==> config.mk <==
export PLATFORM = sky130hd
export DESIGN_NAME = adc_irq_fault_power_cfg_regs
export DESIGN_NICKNAME = d
export VERILOG_FILES = /design/src/logic/adc_irq_fault_power_cfg_regs.v /design/src/logic/latched_status_bank.v /design/src/logic/irq_signal_gen.v
export VERILOG_INCLUDE_DIRS = /design/src /design/src/common
export SDC_FILE = /design/constraint.sdc
export NUM_CORES = 1
export LEC_CHECK = 0
export BUFFER_PORTS_ARGS = -buffer_cell sky130_fd_sc_hd__buf_2
export CORE_ASPECT_RATIO = 0.7
export CORE_MARGIN = 4
export CORE_UTILIZATION = 31
export CTS_CLUSTER_SIZE = 24
export DETAILED_ROUTE_END_ITERATION = 10
export RECOVER_POWER = 100
export SYNTH_ARGS = -nofsm -noshare
export SYNTH_HDL_FRONTEND = slang
export SYNTH_HIERARCHICAL = 1
export SYNTH_SLANG_ARGS = --single-unit
==> constraint.sdc <==
create_clock -name SYS_CLK -period 2.3 [get_ports SYS_CLK]
set_input_delay 0.23 -clock SYS_CLK [delete_from_list [all_inputs] [get_ports SYS_CLK]]
set_output_delay 0.23 -clock SYS_CLK [all_outputs]
set_load 0.05 [all_outputs]
==> src/common/adc_irq_fault_power_cfg_consts.vh <==
// constants for the interrupt, fault and power tune register slice
`ifndef ADC_IRQ_FAULT_POWER_CFG_CONSTS_VH
`define ADC_IRQ_FAULT_POWER_CFG_CONSTS_VH

// register offsets
`define RATIO_DETECT_HIGH_ADDR 8'h40
`define RATIO_DETECT_LOW_ADDR 8'h41
`define INTERRUPT_CONFIG_ADDR 8'h42
`define OVERLOAD_MUTE_CONFIG_ADDR 8'h4b
`define POWER_TUNE_CONFIG_ADDR 8'h4e
`define LATCHED_STATUS_ADDR 8'h44

// reset values
`define INTERRUPT_CONFIG_RESET 8'h00
`define OVERLOAD_MUTE_CONFIG_RESET 8'h00
`define POWER_TUNE_CONFIG_RESET 8'h00
`define LATCHED_STATUS_RESET 8'h00

// writable bits, reserved bits stay zero
`define INTERRUPT_CONFIG_WMASK 8'hff
`define OVERLOAD_MUTE_CONFIG_WMASK 8'h18
`define POWER_TUNE_CONFIG_WMASK 8'hf4

// interrupt_config fields
`define IRQ_POLARITY_BIT 7
`define IRQ_EVENT_HI 6
`define IRQ_EVENT_LO 5
`define FAULT_PD_HI 4
`define FAULT_PD_LO 3
`define LATCH_READBACK_BIT 2
`define FAULT_RECOVERY_BIT 1
`define LATCH_READ_CLEAR_BIT 0

// overload_mute_config fields
`define CH1_OVERLOAD_MUTE_BIT 4
`define CH2_OVERLOAD_MUTE_BIT 3

// power_tune_config fields
`define MOD_CLOCK_HALVE_BIT 7
`define COMB_ORDER_BIT 6
`define FIR_BYPASS_BIT 5
`define ELEMENT_MATCH_RATE_BIT 4
`define LOW_POWER_FILTER_BIT 2

// interrupt event modes
`define IRQ_MODE_LATCHED 2'h0
`define IRQ_MODE_LIVE 2'h1
`define IRQ_MODE_REPEAT 2'h2
`define IRQ_MODE_ONE_SHOT 2'h3

// fault power-down selections
`define FAULT_PD_NONE 2'h0
`define FAULT_PD_UNMASKED 2'h1
`define FAULT_PD_ALL 2'h2

// timing
`define SYS_CLK_KHZ 20000
`define IRQ_PULSE_MS 2
`define IRQ_PERIOD_MS 4
`define IRQ_CNT_W 17

`endif

==> src/logic/adc_irq_fault_power_cfg_regs.v <==
// interrupt, fault power-down, overload mute and power tune registers
`timescale 1ns/100ps
`include "adc_irq_fault_power_cfg_consts.vh"

// Summary of operation
// - ratio upper six bits read at bits 5..0 of ratio_detect_high.
// - ratio lower eight bits read at bits 7..0 of ratio_detect_low.
// - interrupt pin active low when polarity bit is 0, else high.
// - event mode 0 drives pin from unmasked latched events.
// - event mode 1 drives pin from unmasked live conditions.
// - mode 2 pulses 2 ms each 4 ms while unmasked latched event.
// - mode 3 gives one 2 ms pulse per unmasked event.
// - fault power-down select: none, unmasked, all; 3 reserved.
// - readback select 1 hides masked bits in latched register.
// - recovery bit 0 repowers after fault; 1 keeps channels down.
// - read clears latched bits with zero live; the clear-all select gives the same result, since live bits set again.
// - channel 1 muted in ADC1 overload recovery when bit 4 set.
// - channel 2 muted in ADC2 overload recovery when bit 3 set.
// - modulator clock halved when clock select bit is 1.
// - FIR decimation stage bypassed when bypass bit is 1.
// - element matching rate doubled when override bit is 1.
// - low-power filter enabled when its bit is 1.
// - reserved bits read zero; host writes only zero there.
module adc_irq_fault_power_cfg_regs #(
  parameter IRQ_PULSE_CYCLES = `IRQ_PULSE_MS * `SYS_CLK_KHZ,
  parameter IRQ_PERIOD_CYCLES = `IRQ_PERIOD_MS * `SYS_CLK_KHZ
) (
  // clock and reset
  input wire SYS_CLK,
  input wire RESET,
  // control port register access
  input wire [7:0] REG_ADDR,
  input wire [7:0] REG_WDATA,
  input wire REG_WR,
  input wire REG_RD,
  output wire [7:0] REG_RDATA,
  // detected frame sync to clock source ratio
  input wire [13:0] RATIO_DETECTED,
  // interrupt and fault sources, mask bit 1 hides a source
  input wire [7:0] LIVE_STATUS,
  input wire [7:0] INT_MASK,
  // interrupt pin
  output wire IRQ_OUT,
  // fault power-down controls
  output wire [1:0] CH_POWER_DOWN,
  output wire BIAS_POWER_DOWN,
  // overload recovery and mutes
  input wire ADC1_OVERLOAD_RECOVERY,
  input wire ADC2_OVERLOAD_RECOVERY,
  output wire CH1_MUTE,
  output wire CH2_MUTE,
  // filter and power tuning controls
  output wire MODULATOR_CLOCK_HALVE,
  output wire COMB_ORDER_SELECT,
  output wire FIR_STAGE_BYPASS,
  output wire ELEMENT_MATCH_RATE_DOUBLE,
  output wire LOW_POWER_FILTER_ENABLE
);

  // configuration registers
  reg [7:0] interrupt_config_ff;
  reg [7:0] overload_mute_config_ff;
  reg [7:0] power_tune_config_ff;

  // read data
  reg [7:0] rdata_ff;
  reg [7:0] nxt_rdata;

  // fault power-down state
  reg [1:0] ch_pd_ff;
  reg [1:0] nxt_ch_pd;
  reg bias_pd_ff;
  reg nxt_bias_pd;

  // mute state
  reg ch1_mute_ff;
  reg ch2_mute_ff;

  // decoded fields
  wire irq_polarity;
  wire [1:0] irq_event_mode;
  wire [1:0] fault_powerdown_select;
  wire latch_readback_select;
  wire fault_recovery_select;
  wire latch_read_clear_select;

  // status paths
  wire [7:0] latched;
  wire [7:0] readback;
  wire new_event;
  wire latch_rd;
  wire [7:0] unmasked_live;
  wire [7:0] pd_faults;
  wire [1:0] ch_fault;
  wire bias_fault;

  // address match shared by read and write paths
  function hit;
    input [7:0] addr;
    input [7:0] target;
    begin
      hit = (addr == target);
    end
  endfunction

  assign irq_polarity = interrupt_config_ff[`IRQ_POLARITY_BIT];
  assign irq_event_mode = interrupt_config_ff[`IRQ_EVENT_HI:`IRQ_EVENT_LO];
  assign fault_powerdown_select =
    interrupt_config_ff[`FAULT_PD_HI:`FAULT_PD_LO];
  assign latch_readback_select = interrupt_config_ff[`LATCH_READBACK_BIT];
  assign fault_recovery_select = interrupt_config_ff[`FAULT_RECOVERY_BIT];
  assign latch_read_clear_select =
    interrupt_config_ff[`LATCH_READ_CLEAR_BIT];

  // register writes, reserved bits forced to zero
  always @(posedge SYS_CLK or posedge RESET) begin
    if (RESET) begin
      interrupt_config_ff <= `INTERRUPT_CONFIG_RESET;
    end else if (REG_WR && hit(REG_ADDR, `INTERRUPT_CONFIG_ADDR)) begin
      interrupt_config_ff <= REG_WDATA & `INTERRUPT_CONFIG_WMASK;
    end
  end

  always @(posedge SYS_CLK or posedge RESET) begin
    if (RESET) begin
      overload_mute_config_ff <= `OVERLOAD_MUTE_CONFIG_RESET;
    end else if (REG_WR && hit(REG_ADDR, `OVERLOAD_MUTE_CONFIG_ADDR)) begin
      overload_mute_config_ff <=
        REG_WDATA & `OVERLOAD_MUTE_CONFIG_WMASK;
    end
  end

  always @(posedge SYS_CLK or posedge RESET) begin
    if (RESET) begin
      power_tune_config_ff <= `POWER_TUNE_CONFIG_RESET;
    end else if (REG_WR && hit(REG_ADDR, `POWER_TUNE_CONFIG_ADDR)) begin
      power_tune_config_ff <=
        REG_WDATA & `POWER_TUNE_CONFIG_WMASK;
    end
  end

  // read data mux, unmapped addresses read zero
  always @* begin
    nxt_rdata = 8'h00;
    if (hit(REG_ADDR, `RATIO_DETECT_HIGH_ADDR)) begin
      nxt_rdata = {2'b00, RATIO_DETECTED[13:8]};
    end else if (hit(REG_ADDR, `RATIO_DETECT_LOW_ADDR)) begin
      nxt_rdata = RATIO_DETECTED[7:0];
    end else if (hit(REG_ADDR, `INTERRUPT_CONFIG_ADDR)) begin
      nxt_rdata = interrupt_config_ff;
    end else if (hit(REG_ADDR, `OVERLOAD_MUTE_CONFIG_ADDR)) begin
      nxt_rdata = overload_mute_config_ff;
    end else if (hit(REG_ADDR, `POWER_TUNE_CONFIG_ADDR)) begin
      nxt_rdata = power_tune_config_ff;
    end else if (hit(REG_ADDR, `LATCHED_STATUS_ADDR)) begin
      nxt_rdata = readback;
    end
  end

  always @(posedge SYS_CLK or posedge RESET) begin
    if (RESET) begin
      rdata_ff <= 8'h00;
    end else if (REG_RD) begin
      rdata_ff <= nxt_rdata;
    end
  end

  assign REG_RDATA = rdata_ff;

  // sticky status bank, cleared by a read of its address
  assign latch_rd = REG_RD && hit(REG_ADDR, `LATCHED_STATUS_ADDR);

  latched_status_bank u_latched (
    .clk(SYS_CLK),
    .rst(RESET),
    .live(LIVE_STATUS),
    .mask(INT_MASK),
    .readback_sel(latch_readback_select),
    .clear_any_sel(latch_read_clear_select),
    .rd_clear(latch_rd),
    .latched(latched),
    .readback(readback),
    .new_event(new_event)
  );

  // interrupt pin
  assign unmasked_live = LIVE_STATUS & ~INT_MASK;

  irq_signal_gen #(
    .PULSE_CYCLES(IRQ_PULSE_CYCLES),
    .PERIOD_CYCLES(IRQ_PERIOD_CYCLES)
  ) u_irq (
    .clk(SYS_CLK),
    .rst(RESET),
    .mode(irq_event_mode),
    .polarity(irq_polarity),
    .latched_any(|(latched & ~INT_MASK)),
    .live_any(|unmasked_live),
    .event_pulse(new_event),
    .irq_out(IRQ_OUT)
  );

  // fault sources chosen for power-down
  assign pd_faults =
    (fault_powerdown_select == `FAULT_PD_UNMASKED) ? unmasked_live :
    (fault_powerdown_select == `FAULT_PD_ALL) ? LIVE_STATUS :
    8'h00;

  // low nibble belongs to channel 1, high nibble to channel 2
  genvar g;
  generate
    for (g = 0; g < 2; g = g + 1) begin : ch_fault_gen
      assign ch_fault[g] = |pd_faults[4*g+3:4*g];
    end
  endgenerate

  assign bias_fault = |pd_faults;

  // auto recovery follows the fault, manual holds until the recovery bit clears or pd is deselected
  always @* begin
    nxt_ch_pd = ch_fault;
    nxt_bias_pd = bias_fault;
    if (fault_recovery_select &&
        fault_powerdown_select != `FAULT_PD_NONE) begin
      nxt_ch_pd = ch_pd_ff | ch_fault;
      nxt_bias_pd = bias_pd_ff | bias_fault;
    end
  end

  always @(posedge SYS_CLK or posedge RESET) begin
    if (RESET) begin
      ch_pd_ff <= 2'b00;
      bias_pd_ff <= 1'b0;
    end else begin
      ch_pd_ff <= nxt_ch_pd;
      bias_pd_ff <= nxt_bias_pd;
    end
  end

  assign CH_POWER_DOWN = ch_pd_ff;
  assign BIAS_POWER_DOWN = bias_pd_ff;

  // overload recovery mutes
  always @(posedge SYS_CLK or posedge RESET) begin
    if (RESET) begin
      ch1_mute_ff <= 1'b0;
      ch2_mute_ff <= 1'b0;
    end else begin
      ch1_mute_ff <= overload_mute_config_ff[`CH1_OVERLOAD_MUTE_BIT] &&
                     ADC1_OVERLOAD_RECOVERY;
      ch2_mute_ff <= overload_mute_config_ff[`CH2_OVERLOAD_MUTE_BIT] &&
                     ADC2_OVERLOAD_RECOVERY;
    end
  end

  assign CH1_MUTE = ch1_mute_ff;
  assign CH2_MUTE = ch2_mute_ff;

  // filter and power tuning controls straight from the register
  assign MODULATOR_CLOCK_HALVE =
    power_tune_config_ff[`MOD_CLOCK_HALVE_BIT];
  assign COMB_ORDER_SELECT =
    power_tune_config_ff[`COMB_ORDER_BIT];
  assign FIR_STAGE_BYPASS =
    power_tune_config_ff[`FIR_BYPASS_BIT];
  assign ELEMENT_MATCH_RATE_DOUBLE =
    power_tune_config_ff[`ELEMENT_MATCH_RATE_BIT];
  assign LOW_POWER_FILTER_ENABLE =
    power_tune_config_ff[`LOW_POWER_FILTER_BIT];

endmodule

==> src/logic/latched_status_bank.v <==
// sticky interrupt status with clear-on-read and masked readback
`timescale 1ns/100ps
module latched_status_bank (
  // clock and reset
  input wire clk,
  input wire rst,
  // live conditions and mask, mask bit 1 hides a source
  input wire [7:0] live,
  input wire [7:0] mask,
  // configuration
  input wire readback_sel,
  input wire clear_any_sel,
  input wire rd_clear,
  // results
  output wire [7:0] latched,
  output wire [7:0] readback,
  output wire new_event
);

  reg [7:0] latch_ff;
  reg [7:0] nxt_latch;
  reg [7:0] clr_bits;
  reg event_ff;

  always @* begin
    clr_bits = 8'h00;
    if (rd_clear) begin
      clr_bits = clear_any_sel ? 8'hff : ~live;
    end
    nxt_latch = (latch_ff & ~clr_bits) | live;
  end

  always @(posedge clk or posedge rst) begin
    if (rst) begin
      latch_ff <= 8'h00;
      event_ff <= 1'b0;
    end else begin
      latch_ff <= nxt_latch;
      event_ff <= |(live & ~latch_ff & ~mask);
    end
  end

  assign latched = latch_ff;
  assign readback = readback_sel ? (latch_ff & ~mask) : latch_ff;
  assign new_event = event_ff;

endmodule

==> src/logic/irq_signal_gen.v <==
// interrupt pin shaping: latched, live, repeating and one-shot modes
`timescale 1ns/100ps
`include "adc_irq_fault_power_cfg_consts.vh"
module irq_signal_gen #(
  parameter PULSE_CYCLES = 40000,
  parameter PERIOD_CYCLES = 80000
) (
  // clock and reset
  input wire clk,
  input wire rst,
  // configuration
  input wire [1:0] mode,
  input wire polarity,
  // sources, already masked
  input wire latched_any,
  input wire live_any,
  input wire event_pulse,
  // pin level
  output wire irq_out
);

  reg [16:0] period_ff;
  reg [16:0] shot_ff;
  reg out_ff;
  reg active;

  always @(posedge clk or posedge rst) begin
    if (rst) begin
      period_ff <= 17'h00000;
    end else if (!latched_any || period_ff == PERIOD_CYCLES - 1) begin
      period_ff <= 17'h00000;
    end else begin
      period_ff <= period_ff + 17'h00001;
    end
  end

  always @(posedge clk or posedge rst) begin
    if (rst) begin
      shot_ff <= 17'h00000;
    end else if (event_pulse) begin
      shot_ff <= PULSE_CYCLES[16:0];
    end else if (shot_ff != 17'h00000) begin
      shot_ff <= shot_ff - 17'h00001;
    end
  end

  always @* begin
    case (mode)
      `IRQ_MODE_LATCHED: active = latched_any;
      `IRQ_MODE_LIVE: active = live_any;
      `IRQ_MODE_REPEAT: active = latched_any &&
                                 (period_ff < PULSE_CYCLES);
      `IRQ_MODE_ONE_SHOT: active = (shot_ff != 17'h00000);
      default: active = 1'b0;
    endcase
  end

  always @(posedge clk or posedge rst) begin
    if (rst) begin
      out_ff <= 1'b1;
    end else begin
      out_ff <= polarity ? active : ~active;
    end
  end

  assign irq_out = out_ff;

endmodule

==> impl_metrics.tcl <==
set metrics [dict create \
    max_slew.worst_pin.slew_ns 0.866 \
    cts_hold_buf 1 \
    synth_cell_types 66 \
    holdCritStartpoint "ADC2_OVERLOAD_RECOVERY" \
    drt-total-wl_um 10300 \
    worst-r2r-cell-count 4 \
    p_per_area_nw_per_um2 847 \
    synthTopCellsByArea "dfrtp_1 (45%), mux2_2 (4.6%), nor2_1 (4.5%)" \
    yosysTopAreaCell "dfrtp_1" \
    die-area_um2 14500 \
    ys_ff_latch 72 \
    synth-edff-count 0 \
    routed_via_density 5.15 \
    p_leak_nw 2.08 \
    grt_start_max_net_pins 36 \
    io_buffers 70 \
    area_delta_synth_final_pct 21.1 \
    cts_tree "done" \
    synth_area_per_cell_um2 9.98 \
    min_period_ns 2.09 \
    fin_tns_setup_ns 0 \
    crit_chain "or4_4, o41ai_2, nor3_1, or3b_1" \
    ys_seq_area_share_pct 46.1 \
    arrival_ns 2.30 \
    clkTransAtPathRegs_ns 0.06 \
    synth_top_family_by_area "simple AND/OR/NAND/NOR gates" \
    vias 3262 \
    htreeDepth 3 \
    report.final.hold_viol_count 0 \
    synth_compound_area_share_pct 15.8 \
    syn-instance-count 392 \
    ys_warn_count 6 \
    remaining_drc_errors 0 \
    critPathKind "reg -> reg" \
    grt_pass1_wl_um 16700 \
    gr-total-overflow 0 \
    drtAntennaViolNets 0 \
    p_sw_mw 1.16 \
    max_freq_mhz 479 \
    num_rows 34 \
    diodes 0 \
    drv_slew 0 \
    grt_pass1_vias 3204 \
    place_hpwl_um 7950 \
    post_cts_buffers 0 \
    swShare_pct 29.0 \
    io_pins 71 \
    initial_core_util_pct 31.6 \
    power_frac_seq_pct 41.6 \
    synthXorXnorAreaFrac_pct 6.27 \
    wl_per_cell_um 16.3 \
    cts_buffers 9 \
    endpoint_kind "register" \
    crit_slowest_cell "or4_4" \
    core_area_um2 12400 \
    grtUsageTotal_pct 14.8 \
    hold_path_class "in -> reg" \
    crit_path_max_incr_delay_ns 0.57 \
    slew_headroom_pct 42.2 \
    drtIter0Drc 240 \
    status "completed" \
    cts_sinks 72 \
    p_comb_share_pct 18.1 \
    cts_resized 0 \
    synth_mux_area_share_pct 4.86 \
    finalCritPeriodShare_pct 90.8 \
    netlist_area_um2 3910 \
    p_clk_share_pct 40.3 \
    clockRootBuffer "clkbuf_16" \
    worstPathRequired_ns 2.51 \
    critPathLaunchType "register" \
    synthSimpleGateAreaFrac_pct 23.1 \
    regToRegSetupSlack_ns 0.21 \
    place.gp.congestion 0.889 \
    clock_latency_ns 0.33 \
    async_flop_share_pct 100 \
    syn-num-nets 447 \
    synth_fa_ha_area_share_pct 0.959 \
    setup_viol 0 \
    die_y_um 102 \
    whs_path_depth 2 \
    rsz0062_at_grt "false" \
    p_int_mw 2.85 \
    hold_path_end "CH2_MUTE" \
    synthFlopType "dfrtp_1" \
    path_max_fanout 7 \
    fin_util_pct 38.3 \
    final_cell_mix "dfrtp_1 (71), nor2_1 (47), buf_2 (47)" \
    antenna_found_initial 0 \
    cap_violations 0 \
    cts_max_path_buffers 2 \
    finalClockSkew_ns 0.00784 \
    r2r-end "u_irq/shot_ff[11]" \
    drive_gt1_share_pct 19.3 \
    final_common_cell "dfrtp_1" \
    drt_pre_antenna_iters 5 \
    ir_drop_mv 0.399 \
    synth_top_area_share_pct 45.4 \
    reg2reg_from "u_irq/shot_ff[13]" \
    final_nets 522 \
    die_x_um 142 \
]
[cell usage after synthesis (4+ instances only)]
library cell and n:
mux2_2 16, a21boi_0 8, a22oi_1 8, a21oi_1 9, and3_1 7, nor4_1 6
and2_1 4, xor2_1 14, inv_1 17, nor3_1 13, nor2_1 47, nor2b_1 15
o22ai_1 5, nand2_1 16, o21ai_0 4, clkbuf_1 8, nand3_1 15, xnor2_1 14
nand2b_1 6, nand4_1 9, dfrtp_1 71, a21o_1 9
[power by group through the flow]
stage / Combinational (mW) / Clock (mW) / Sequential [mW]
finish: 0.725 / 1.62 / 1.67
detailed placement: 0.747 / 0 / 1.68
global route: 0.815 / 1.71 / 1.70
floorplan: 0.502 / 0 / 1.67
global placement: 0.720 / 0 / 1.67
CTS: 0.754 / 1.67 / 1.66
[kinds of logic after synthesis]
logic type	Yosys count
DFF	72
adders and majority gates	3
AOI/OAI and AO/OA	81
and+or+nand+nor	162
muxes	17
xor gates and xnor gates	28
buffers and inverters	29
[worst max-delay path by stage]
stage                            from                end
floorplan           u_irq/shot_ff[13]  u_irq/shot_ff[11]
global placement    u_irq/shot_ff[15]   u_irq/shot_ff[9]
detailed placement  u_irq/shot_ff[13]  u_irq/shot_ff[11]
CTS                 u_irq/shot_ff[13]  u_irq/shot_ff[11]
global route        u_irq/shot_ff[13]  u_irq/shot_ff[11]
finish              u_irq/shot_ff[13]  u_irq/shot_ff[11]
[flip-flops by register name (all words and copies together) (netlist names)]
name                     count
u_irq/period_ff             17
u_irq/shot_ff               17
REG_RDATA                    8
interrupt_config_ff          8
u_latched/latched            8
power_tune_config_ff         5
CH_POWER_DOWN                2
overload_mute_config_ff      2
BIAS_POWER_DOWN              1
CH1_MUTE                     1
CH2_MUTE                     1
u_irq/irq_out                1
u_latched/new_event          1
[worst max-delay path: cells and delay by family, from the launching register on]
kind	cells	cell delay, ns
and+or+nand+nor	3	1.04
AOI/OAI and AO/OA	1	0.52
DFF	1	0.41
[area by class of cell]
cell class,count,area [um^2]
clock buffers,11,243
inverters,17,63.8
repair buffers,76,360
well taps,162,203
multi-input cells,291,1960
clock inverters,5,104
flip-flops and latches,72,1800
fillers,1261,7640
[layer usage]
layer / vias to the layer above / share of wire, % / global-route usage, %
met3: 9 / 6.2 / 3.84
li1: 1582 / - / -
met2: 91 / 41 / 20.6
met1: 1580 / 52 / 22.4
met4: 0 / 1.1 / 4.28
met5: - / 0 / 0
[through the flow]
stage	hold WS, ns	setup WS [ns]	cells	cell area [um^2]	power, mW
finish	0.118	0.212	634	4740	4.01
CTS	0.105	0.351	634	4810	4.09
floorplan	0.0579	0.474	392	3910	2.17
global placement	0.238	0.421	617	4450	2.39
global route	0.117	0.105	634	4740	4.22
detailed placement	0.240	0.367	617	4450	2.43
Note: power is estimated with default switching activity, not from simulation.
